**src/pll_ctrl_pkg.sv**
```systemverilog
// Package with register map, field layout, reset values and timing.
`default_nettype none
package pll_ctrl_pkg;

    // ------------------------------------------------------------------
    // Register map
    // ------------------------------------------------------------------
    localparam logic [7:0] CTRL_ZERO_ADDR = 8'h38;
    localparam logic [7:0] STATUS_ADDR = 8'h39;

    // ------------------------------------------------------------------
    // Field layout of pll_control_zero
    // ------------------------------------------------------------------
    localparam int POSTDIV_LSB = 2;
    localparam int POSTDIV_MSB = 4;
    localparam int SYNC_EN_BIT = 1;
    localparam int PDN_BIT = 0;

    // ------------------------------------------------------------------
    // Field layout of the status register
    // ------------------------------------------------------------------
    localparam int STAT_DONE_BIT = 0;
    localparam int STAT_BUSY_BIT = 1;
    localparam int STAT_ENABLE_BIT = 2;

    // ------------------------------------------------------------------
    // Reset values
    // ------------------------------------------------------------------
    localparam logic [2:0] POSTDIV_RESET = 3'h7;
    localparam logic SYNC_EN_RESET = 1'b1;
    localparam logic PDN_RESET = 1'b0;

    // ------------------------------------------------------------------
    // Timing
    // ------------------------------------------------------------------
    localparam int CLK_PERIOD_NS = 50;
    localparam int CAL_TIME_NS = 10000;
    localparam int CAL_CYCLES = CAL_TIME_NS / CLK_PERIOD_NS;

    // Calibration sequencer states.
    typedef enum logic [2:0] {
        CAL_HELD = 3'b001,
        CAL_RUN = 3'b010,
        CAL_DONE = 3'b100
    } cal_state_e;

endpackage
`default_nettype wire

```
**src/cal_if.sv**
```systemverilog
// Interface joining the control register to the calibration sequencer.
`timescale 1ns/1ns
`default_nettype none
interface cal_if;
    logic enable;
    logic busy;
    logic done;

    // The control side drives enable and watches progress.
    modport ctrl (
        output enable,
        input busy,
        input done
    );

    // The sequencer side follows enable and reports progress.
    modport seq (
        input enable,
        output busy,
        output done
    );
endinterface
`default_nettype wire

```
**src/calibration_sequencer.sv**
```systemverilog
// Calibration sequencer that restarts whenever the synthesizer is enabled.
`timescale 1ns/1ns
`default_nettype none
module calibration_sequencer #(
    parameter int CalCycles = pll_ctrl_pkg::CAL_CYCLES
) (
    input wire logic clk,
    input wire logic reset,
    cal_if.seq cal
);
    localparam int CW = $clog2(CalCycles + 1);

    pll_ctrl_pkg::cal_state_e state;
    logic [CW-1:0] count;

    // A zero-length calibration has nothing to count.
    if (CalCycles < 1) begin
        $error("calibration length must be at least one cycle");
    end

    // Dropping enable returns to the held state from anywhere, so a
    // re-enable always starts the sequence from the beginning.
    always_ff @(posedge clk) begin
        if (reset) begin
            state <= pll_ctrl_pkg::CAL_HELD;
            count <= '0;
        end else if (!cal.enable) begin
            state <= pll_ctrl_pkg::CAL_HELD;
            count <= '0;
        end else begin
            case (state)
                pll_ctrl_pkg::CAL_HELD: begin
                    state <= pll_ctrl_pkg::CAL_RUN;
                    count <= '0;
                end
                pll_ctrl_pkg::CAL_RUN: begin
                    if (count == CW'(CalCycles - 1)) begin
                        state <= pll_ctrl_pkg::CAL_DONE;
                    end
                    count <= count + 1'b1;
                end
                pll_ctrl_pkg::CAL_DONE: begin
                    state <= pll_ctrl_pkg::CAL_DONE;
                end
                default: begin
                    state <= pll_ctrl_pkg::CAL_HELD;
                    count <= '0;
                end
            endcase
        end
    end

    assign cal.busy = (state == pll_ctrl_pkg::CAL_RUN);
    assign cal.done = (state == pll_ctrl_pkg::CAL_DONE);
endmodule
`default_nettype wire

```
**src/pll_post_divider_power_ctrl.sv**
```systemverilog
// Synthesizer post-divider, sync and powerdown control register block.
//
// Summary of operation
// - Post-divider code at bits 4:2, reset 7; codes 0,1 give 2, else code+1.
// - With sync enable set and powerdown clear, a sync event resynchronises synthesizer channels.
// - Sync enable resets to one, so resync is active after reset.
// - Powerdown bit 0 resets to zero, so synthesizer starts and calibrates.
// - Setting powerdown disables the synthesizer and holds calibration reset.
// - Clearing powerdown re-enables and restarts calibration from scratch.
`timescale 1ns/1ns
`default_nettype none
module pll_post_divider_power_ctrl #(
    parameter int CalCycles = pll_ctrl_pkg::CAL_CYCLES
) (
    input wire logic clk,
    input wire logic reset,
    input wire logic [7:0] regAddr,
    input wire logic [7:0] regWrData,
    input wire logic regWr,
    input wire logic regRd,
    output logic [7:0] regRdData,
    input wire logic nvmLoad,
    input wire logic [7:0] nvmData,
    input wire logic syncPin,
    input wire logic vcoTick,
    output logic [3:0] postDivRatio,
    output logic postDivTick,
    output logic synthEnable,
    output logic calReset,
    output logic calBusy,
    output logic calDone,
    output logic channelResync
);

    // ------------------------------------------------------------------
    // Elaboration checks
    // ------------------------------------------------------------------

    // The sequencer needs at least one cycle to count.
    if (CalCycles < 1) begin
        $error("CalCycles must be one or more");
    end

    // The select field must be exactly as wide as the stored code, and
    // it must stay clear of the reserved bits, which read as zero.
    localparam int DivWidth = pll_ctrl_pkg::POSTDIV_MSB
                              - pll_ctrl_pkg::POSTDIV_LSB + 1;
    if (DivWidth != 3) begin
        $error("post-divider field must be three bits wide");
    end
    if (pll_ctrl_pkg::POSTDIV_MSB > 4) begin
        $error("post-divider field overlaps the reserved bits");
    end

    // The two single-bit fields sit below the select field and apart,
    // otherwise one write would land in two places at once.
    if (pll_ctrl_pkg::SYNC_EN_BIT >= pll_ctrl_pkg::POSTDIV_LSB ||
        pll_ctrl_pkg::PDN_BIT >= pll_ctrl_pkg::POSTDIV_LSB ||
        pll_ctrl_pkg::SYNC_EN_BIT == pll_ctrl_pkg::PDN_BIT) begin
        $error("single-bit fields overlap");
    end

    // Control and status must decode apart, or a read would be ambiguous.
    if (pll_ctrl_pkg::CTRL_ZERO_ADDR == pll_ctrl_pkg::STATUS_ADDR) begin
        $error("control and status share one address");
    end

    // ------------------------------------------------------------------
    // Helper functions
    // ------------------------------------------------------------------

    // Maps the three-bit select code onto its division ratio.
    // Codes below two share the smallest ratio of two.
    function automatic logic [3:0] ratioOf(input logic [2:0] code);
        logic [3:0] ratio;
        if (code < 3'h2) begin
            ratio = 4'h2;
        end else begin
            ratio = {1'b0, code} + 4'h1;
        end
        return ratio;
    endfunction

    // Packs the stored fields into the visible register image.
    // Reserved bits start at zero and nothing ever sets them.
    function automatic logic [7:0] packCtrl(
        input logic [2:0] div,
        input logic syncEn,
        input logic pdn
    );
        logic [7:0] image;
        image = 8'h00;
        image[pll_ctrl_pkg::POSTDIV_MSB:pll_ctrl_pkg::POSTDIV_LSB] = div;
        image[pll_ctrl_pkg::SYNC_EN_BIT] = syncEn;
        image[pll_ctrl_pkg::PDN_BIT] = pdn;
        return image;
    endfunction

    // ------------------------------------------------------------------
    // Declarations
    // ------------------------------------------------------------------
    // Stored fields, decode strobes and the link to the sequencer.
    logic [2:0] postDivSel;
    logic syncEnable;
    logic synthPowerdown;
    logic ctrlWrite;
    logic [7:0] loadImage;
    logic loadAny;
    logic syncEvent;
    logic [3:0] divCount;
    logic [7:0] next_regRdData;
    cal_if cal ();

    // ------------------------------------------------------------------
    // Register write path
    // ------------------------------------------------------------------

    // A software write is preferred over a nonvolatile preload in the
    // same cycle, because the preload is only a power-up convenience.
    // The preload runs on this clock, so it needs no synchroniser; it
    // carries the whole byte image, reserved bits included, and those
    // bits are dropped exactly as they are for a software write.
    assign ctrlWrite = regWr && (regAddr == pll_ctrl_pkg::CTRL_ZERO_ADDR);
    assign loadAny = ctrlWrite || nvmLoad;
    assign loadImage = ctrlWrite ? regWrData : nvmData;

    // Post-divider select field.
    always_ff @(posedge clk) begin
        if (reset) begin
            postDivSel <= pll_ctrl_pkg::POSTDIV_RESET;
        end else if (loadAny) begin
            postDivSel <= loadImage[pll_ctrl_pkg::POSTDIV_MSB:
                                    pll_ctrl_pkg::POSTDIV_LSB];
        end
    end

    // Sync enable bit, set by default so resync works out of reset.
    // Clearing it makes the block ignore sync events from the pin.
    always_ff @(posedge clk) begin
        if (reset) begin
            syncEnable <= pll_ctrl_pkg::SYNC_EN_RESET;
        end else if (loadAny) begin
            syncEnable <= loadImage[pll_ctrl_pkg::SYNC_EN_BIT];
        end
    end

    // Powerdown bit; clear after reset so the synthesizer comes up.
    // Setting it stops the synthesizer and holds calibration; clearing
    // it lets the sequencer start over at once.
    always_ff @(posedge clk) begin
        if (reset) begin
            synthPowerdown <= pll_ctrl_pkg::PDN_RESET;
        end else if (loadAny) begin
            synthPowerdown <= loadImage[pll_ctrl_pkg::PDN_BIT];
        end
    end

    // Bits 7:5 of the written byte have no storage, so they vanish.

    // ------------------------------------------------------------------
    // Register read path
    // ------------------------------------------------------------------

    // Read data appear only in the cycle after the strobe; an unmapped
    // address and an idle cycle both return zero.
    // Returning zero outside the read cycle lets several slaves share
    // one read-data bus through a plain OR, with no multiplexer.
    // The status byte shows calibration done in bit 0, busy in bit 1
    // and synthesizer enabled in bit 2; its other bits read as zero.
    always_comb begin
        next_regRdData = 8'h00;
        if (regRd) begin
            case (regAddr)
                pll_ctrl_pkg::CTRL_ZERO_ADDR: begin
                    next_regRdData = packCtrl(postDivSel, syncEnable,
                                              synthPowerdown);
                end
                pll_ctrl_pkg::STATUS_ADDR: begin
                    next_regRdData[pll_ctrl_pkg::STAT_DONE_BIT] = cal.done;
                    next_regRdData[pll_ctrl_pkg::STAT_BUSY_BIT] = cal.busy;
                    next_regRdData[pll_ctrl_pkg::STAT_ENABLE_BIT] =
                        ~synthPowerdown;
                end
                default: begin
                    next_regRdData = 8'h00;
                end
            endcase
        end
    end

    // Read data register.
    always_ff @(posedge clk) begin
        if (reset) begin
            regRdData <= 8'h00;
        end else begin
            regRdData <= next_regRdData;
        end
    end

    // ------------------------------------------------------------------
    // Synthesizer enable and calibration
    // ------------------------------------------------------------------

    // The sequencer is enabled exactly while powerdown is clear; when
    // powerdown drops it restarts from the held state with no help from
    // software.
    // The calibration length is a parameter so that a bench can run a
    // short sequence; the default covers the full settling time.
    assign cal.enable = ~synthPowerdown;

    calibration_sequencer #(
        .CalCycles(CalCycles)
    ) u_cal (
        .clk(clk),
        .reset(reset),
        .cal(cal)
    );

    // Status outputs are registered so the pins never glitch.
    // The copies trail the internal state by one cycle; the status
    // register reads the sequencer directly, but its read data are registered too, so they trail by the same cycle as the pins.
    // During reset the synthesizer is shown disabled and calibration
    // held, and both come free on the first edge after release.
    always_ff @(posedge clk) begin
        if (reset) begin
            synthEnable <= 1'b0;
            calReset <= 1'b1;
            calBusy <= 1'b0;
            calDone <= 1'b0;
        end else begin
            synthEnable <= ~synthPowerdown;
            calReset <= synthPowerdown;
            calBusy <= cal.busy;
            calDone <= cal.done;
        end
    end

    // ------------------------------------------------------------------
    // Sync event handling
    // ------------------------------------------------------------------
    sync_event_detect u_sync (
        .clk(clk),
        .reset(reset),
        .syncPin(syncPin),
        .syncEvent(syncEvent)
    );

    // A sync edge is forwarded to the channels only when enabled. A
    // powered-down synthesizer has no clock to realign, so it is held.
    // From pin to pulse takes three edges: two synchroniser stages and
    // this flop. A pin pulse shorter than one clock period may be
    // missed, so sync sources must hold the level for two cycles.
    always_ff @(posedge clk) begin
        if (reset) begin
            channelResync <= 1'b0;
        end else begin
            channelResync <= syncEvent && syncEnable
                             && !synthPowerdown;
        end
    end

    // ------------------------------------------------------------------
    // Post divider
    // ------------------------------------------------------------------

    // Registered ratio for the analog divider and for observation.
    always_ff @(posedge clk) begin
        if (reset) begin
            postDivRatio <= ratioOf(pll_ctrl_pkg::POSTDIV_RESET);
        end else begin
            postDivRatio <= ratioOf(postDivSel);
        end
    end

    // Counts synthesizer ticks and emits one tick per ratio. A resync
    // restarts the count so all channels share one phase.
    // A ratio change takes effect at once against the live count, limiting a glitch
    // to one short or long period at most.
    // Powerdown and resync both clear the count and the tick, so the
    // first tick after either comes a full ratio of input ticks later.
    always_ff @(posedge clk) begin
        if (reset) begin
            divCount <= 4'h0;
            postDivTick <= 1'b0;
        end else if (synthPowerdown || channelResync) begin
            divCount <= 4'h0;
            postDivTick <= 1'b0;
        end else if (vcoTick) begin
            if (divCount >= postDivRatio - 4'h1) begin
                divCount <= 4'h0;
                postDivTick <= 1'b1;
            end else begin
                divCount <= divCount + 4'h1;
                postDivTick <= 1'b0;
            end
        end else begin
            postDivTick <= 1'b0;
        end
    end

endmodule
`default_nettype wire

```
**src/sync_event_detect.sv**
```systemverilog
// Synchroniser and rising-edge detector for the sync event pin.
`timescale 1ns/1ns
`default_nettype none
module sync_event_detect (
    input wire logic clk,
    input wire logic reset,
    input wire logic syncPin,
    output logic syncEvent
);
    logic stageOne;
    logic stageTwo;
    logic stageLast;

    // Two flops tame the asynchronous pin before anything looks at it.
    always_ff @(posedge clk) begin
        if (reset) begin
            stageOne <= 1'b0;
            stageTwo <= 1'b0;
        end else begin
            stageOne <= syncPin;
            stageTwo <= stageOne;
        end
    end

    // Edge memory reads only the second stage.
    always_ff @(posedge clk) begin
        if (reset) begin
            stageLast <= 1'b0;
        end else begin
            stageLast <= stageTwo;
        end
    end

    // One pulse per rising edge of the pin.
    assign syncEvent = stageTwo & ~stageLast;
endmodule
`default_nettype wire

```
**config.mk**
```make
export PLATFORM = sky130hd
export DESIGN_NAME = pll_post_divider_power_ctrl
export DESIGN_NICKNAME = d
export VERILOG_FILES = /design/src/pll_ctrl_pkg.sv /design/src/cal_if.sv /design/src/calibration_sequencer.sv /design/src/pll_post_divider_power_ctrl.sv /design/src/sync_event_detect.sv
export SDC_FILE = /design/constraint.sdc
export NUM_CORES = 1
export LEC_CHECK = 0
export ABC_AREA = 1
export BUFFER_PORTS_ARGS = -buffer_cell sky130_fd_sc_hd__buf_2
export CORE_UTILIZATION = 58
export CTS_BUF_LIST = sky130_fd_sc_hd__clkbuf_4 sky130_fd_sc_hd__clkbuf_8
export DETAILED_ROUTE_END_ITERATION = 7
export HOLD_SLACK_MARGIN = 0.06
export PLACE_DENSITY = 0.84
export SLEW_MARGIN = 15
export SYNTH_ARGS = -nofsm -noshare
export SYNTH_HDL_FRONTEND = slang
export SYNTH_HIERARCHICAL = 1
export SYNTH_SLANG_ARGS = --single-unit
export TNS_END_PERCENT = 20
```
**constraint.sdc**
```tcl
create_clock -name clk -period 2.9 [get_ports clk]
set_input_delay 0.58 -clock clk [delete_from_list [all_inputs] [get_ports clk]]
set_output_delay 0.58 -clock clk [all_outputs]
set_load 0.03 [all_outputs]
```
==> results <==
- The flow ran to the end, and the final reports show no timing, DRC or antenna violations.
- The element type at the critical path end is a flip-flop.
- By area the synthesized netlist is led by dfxtp_1, nand2_1, inv_1.
- Between clock sinks in the finished design, the worst skew comes to 0.00772 ns.
- Across all register-to-register paths, the minimum setup slack is 1.26 ns.
- For this run, the register share of the synthesized area comes to 0.412.
- Setup total negative slack on the finished layout was measured at 0 ns.
- The initial antenna violation count is 0.
- The master cell of the clock root buffer is clkbuf_4.
- The net count of the finished layout is 322.
- The number of synthesized register bits is 38.
- The most common cell in the synthesized netlist is nand2_1.
- The post-detailed-routing wire length is 3110 um.
- The worst-case IR drop observed on VDD is 0.323 mV.
- The die is 58.4 um wide.
- The startpoint class of the critical path is a flip-flop.
- Setup violations remaining at the end of the flow were counted as 0.
- The pin count of the biggest net entering global routing is 15.
- Of the total power, combinational logic draws 0.131.
- For the pin with the worst max-slew slack, the measured transition is 0.631 ns.
- Counting instances, the worst hold path has a depth of 3.
- The worst-path maximum fanout is 4.
- Routability-driven placement finished with a final weighted congestion of 0.910.
- The overall die height is 58.4 um.
- Setup repair after global routing left no endpoint under its margin.
- The power density relative to cell area is between 500 and 600 mW/mm2.
- The max-capacitance violation count is 0.
- The main flop type after synthesis is dfxtp_1.
- The internal cell power is 897 uW.
- Of the available clock period, the critical path in the final layout requires 0.565.
- The number of antenna diodes in the final layout is 0.
- The synthesized area is 0.00184 mm2.
- The design draws 1190 uW.
- The detailed router finished its first iteration with 33 violations.
- Synthesis instantiated 33 different standard cells from the library.
- The fraction of registers with async set/reset is 0.
- The startpoint identified for the worst hold timing path is syncPin.
- Buffers placed on the I/O ports in this run total 39.
- Of the total power, the clock network draws 0.395.
- The pre-CTS setup slack is 1.27 ns.
- The first detailed-routing pass ran for 4 iterations.
- The HPWL after detailed placement is 2410 um.
- After synthesis, the largest family of logic cells by area is simple AND/OR/NAND/NOR gates.
- The core area is slightly above 0.003 mm2.
- The clock drives 38 sinks.
- The synthesis-to-layout area growth is 17.2%.
- By startpoint and endpoint, the worst setup path is classified as flip-flop to flip-flop.
- Measured in cells, the most critical reg-to-reg path has a length of 11.
- After detailed routing, the average wire length per cell comes to 9.50 um.
- Data on the critical path arrives at its endpoint at 1.89 ns.
- The tightest hold path in the finished design has a slack of 0.412 ns.
- In this run the critical register-to-register path is launched from postDivRatio[0]$_SDFF_PP0_.
- The number of global-route vias before repair is 1339.
- The count of nets left with antenna violations once routing finished came out at 0.
- Fill cells in the final layout number approximately 270.
- Ranked by instance count, the synthesized netlist is headed by nand2_1, dfxtp_1, inv_1.
- Of the post-synthesis cell area, the dominant cell type holds 0.412.
- Post-CTS repair changed the size of 0 cells.
- The maximum clock insertion buffer count is 2.
- The number of H-tree levels is 2.
- The number of buffers inserted by post-CTS setup repair is 0.
- The min-delay analysis places its worst path in the category primary input to flip-flop.
- The portion of total power attributed to sequential cells is 0.474.
- The cell count after synthesis came out at 241.
- The die covers 0.00341 mm2.
- The data required time at the worst endpoint is 3.16 ns.
- The cell type with the highest aggregate area in the netlist is dfxtp_1.
- The worst setup margin is 1.26 ns.
- The number of placed instances, taps included, is 319.
- The mux contribution to synthesized area is 0.00543.
- The worst hold path terminates at u_sync/stageOne$_SDFF_PP0_.
- Of the total synthesized cell area, the portion taken by full adders, half adders and majority gates is 0.0611.
- Of the total power, the share spent switching nets is 0.246.
- The mean instance size in the synthesized netlist is 7.65 um2.
- The global-route wire length before repair is 5330 um.
- The total overflow left after global routing is 0.
- The switching power total is roughly 290 uW.
- The clock latency at the later pin of the worst-skew pair is 0.36 ns.
- The CTS clock-pin slew for the worst setup and hold paths is 0.11 ns.
- The final count of pins violating max slew is 0.
- The total via count in the routed design is 1553.
- For this run, the total global-route usage over all layers was measured as 0.212.
- Of the total synthesized cell area, the portion taken by AND, OR, NAND and NOR gates is 0.292.
- Excluding fillers, the count of instances in the completed layout stands at 327.
- The floorplan has 20 rows.
- Pin placement for this block handled 49 I/O pins.
- The post-route minimum period is 1.64 ns.
- The xor and xnor fraction of the mapped netlist area is 0.0285.
- The final number of hold-violating endpoints is 0.
- Using the TritonRoute via totals, the vias-per-cell ratio works out to 4.75.
- The remaining routing DRC violations is 0.
- The total CTS buffers is 5.
- The maximum achievable frequency is 0.610 GHz.
- Yosys mapped a number of flops with a built-in enable equal to 0.
- The initial utilization of the core area, before any placement, comes to 0.609.
- The leakage power is 0.00103 uW.
- Measured against its own limit, the worst slew margin works out to 0.577.
- The TritonCTS clock tree is done.
- For this run, the number of Yosys warnings is 6.
- The post-synthesis compound-gate area fraction is 0.0916.
- The share of post-route cells with drive strength above 1 is 0.258.
- The number of buffers inserted by hold repair at cts is 0.
- In this run the critical register-to-register path is captured at divCount[0]$_SDFFE_PP0P_.
## how the worst max path moves through the flow
stage | slack, ns | cells past startpoint | to | startpoint
3_3_place_gp | 1.31 | 11 | divCount[1]$_SDFFE_PP0P_ | postDivRatio[0]$_SDFF_PP0_
2_1_floorplan | 1.15 | 11 | divCount[0]$_SDFFE_PP0P_ | postDivRatio[0]$_SDFF_PP0_
5_1_grt | 1.14 | 10 | divCount[0]$_SDFFE_PP0P_ | postDivRatio[0]$_SDFF_PP0_
3_5_place_dp | 1.27 | 11 | divCount[0]$_SDFFE_PP0P_ | postDivRatio[0]$_SDFF_PP0_
6_report | 1.26 | 11 | divCount[0]$_SDFFE_PP0P_ | postDivRatio[0]$_SDFF_PP0_
4_1_cts | 1.25 | 11 | divCount[0]$_SDFFE_PP0P_ | postDivRatio[0]$_SDFF_PP0_
## worst max-delay path, cell delays in order, from the launching register on
cell and delay [ns]:
dfxtp_1 0.36, inv_1 0.07, ha_1 0.21, xnor2_1 0.13, ha_1 0.27, nand2_1 0.05, inv_1 0.07, nand3_1 0.06
nand3_1 0.10, nand2_1 0.05, nand2_1 0.12, nor2_1 0.05
## final cells by class
| cell class | count | area (um2) | share of cell area |
|---|---|---|---|
| Tap cell | 44 | 55.1 | 0.0255 |
| Inverter | 39 | 146 | 0.0677 |
| Sequential cell | 38 | 761 | 0.352 |
| Clock buffer | 6 | 51.3 | 0.0237 |
| Clock inverter | 2 | 60.1 | 0.0278 |
| Timing Repair Buffer | 39 | 195 | 0.0903 |
| Multi-Input combinational cell | 159 | 893 | 0.413 |
## flip-flops by register name, summed over array words and instances (netlist names), 3 cells and up
name          flops
divCount          4
postDivRatio      4
postDivSel        3
regRdData         5
u_cal/count       8
u_cal/state       3
## layer usage
metal	up-vias	track usage	share of wire
met3	5	0.0791	0.051
met4	0	0.112	0.020
met5	-	0	0
met1	673	0.254	0.47
met2	39	0.332	0.46
li1	836	-	-
## layout by cell type (no fill, tap or decap)
cell type	n
bufinv_16	2
clkbuf_8	1
inv_2	5
nor2_1	28
o21ai_1	3
conb_1	3
clkbuf_4	5
a21oi_2	1
o21bai_1	1
nor2_4	2
nand3_1	23
a21oi_1	11
o211ai_1	1
ha_1	9
nand2_2	6
dfxtp_1	38
mux2i_1	1
inv_1	34
o21ai_0	4
nor3_2	2
nand2_1	42
o31ai_1	1
buf_2	39
xnor2_1	4
xor2_1	2
nand4_1	2
nand3_2	1
o22ai_1	2
nor2_2	3
nand3_4	1
o21ai_2	4
nor3_1	1
nor3_4	1
## kinds of logic (layout without fill, tap and decap cells)
family,after synthesis,count (layout)
and+or+nand+nor,112,112
buffers and inverters,46,86
DFF,38,38
AOI/OAI and AO/OA,28,28
adders and majority gates,9,9
xor gates and xnor gates,6,6
other,1,3
muxes,1,1
## power by group through the flow
stage	sequential (uW)	clock, uW	combinational (uW)
5_1_grt	568	501	177
3_3_place_gp	576	0	153
3_5_place_dp	576	0	157
6_report	564	470	156
4_1_cts	565	477	158
2_1_floorplan	590	0	101
## stage by stage
stage	cell area [um2]	utilization
floorplan	1850	-
global placement	2050	0.677
detailed placement	2050	0.677
CTS	2160	0.714
global route	2160	0.714
finish	2160	0.714
Power figures use the tool's default switching activity.
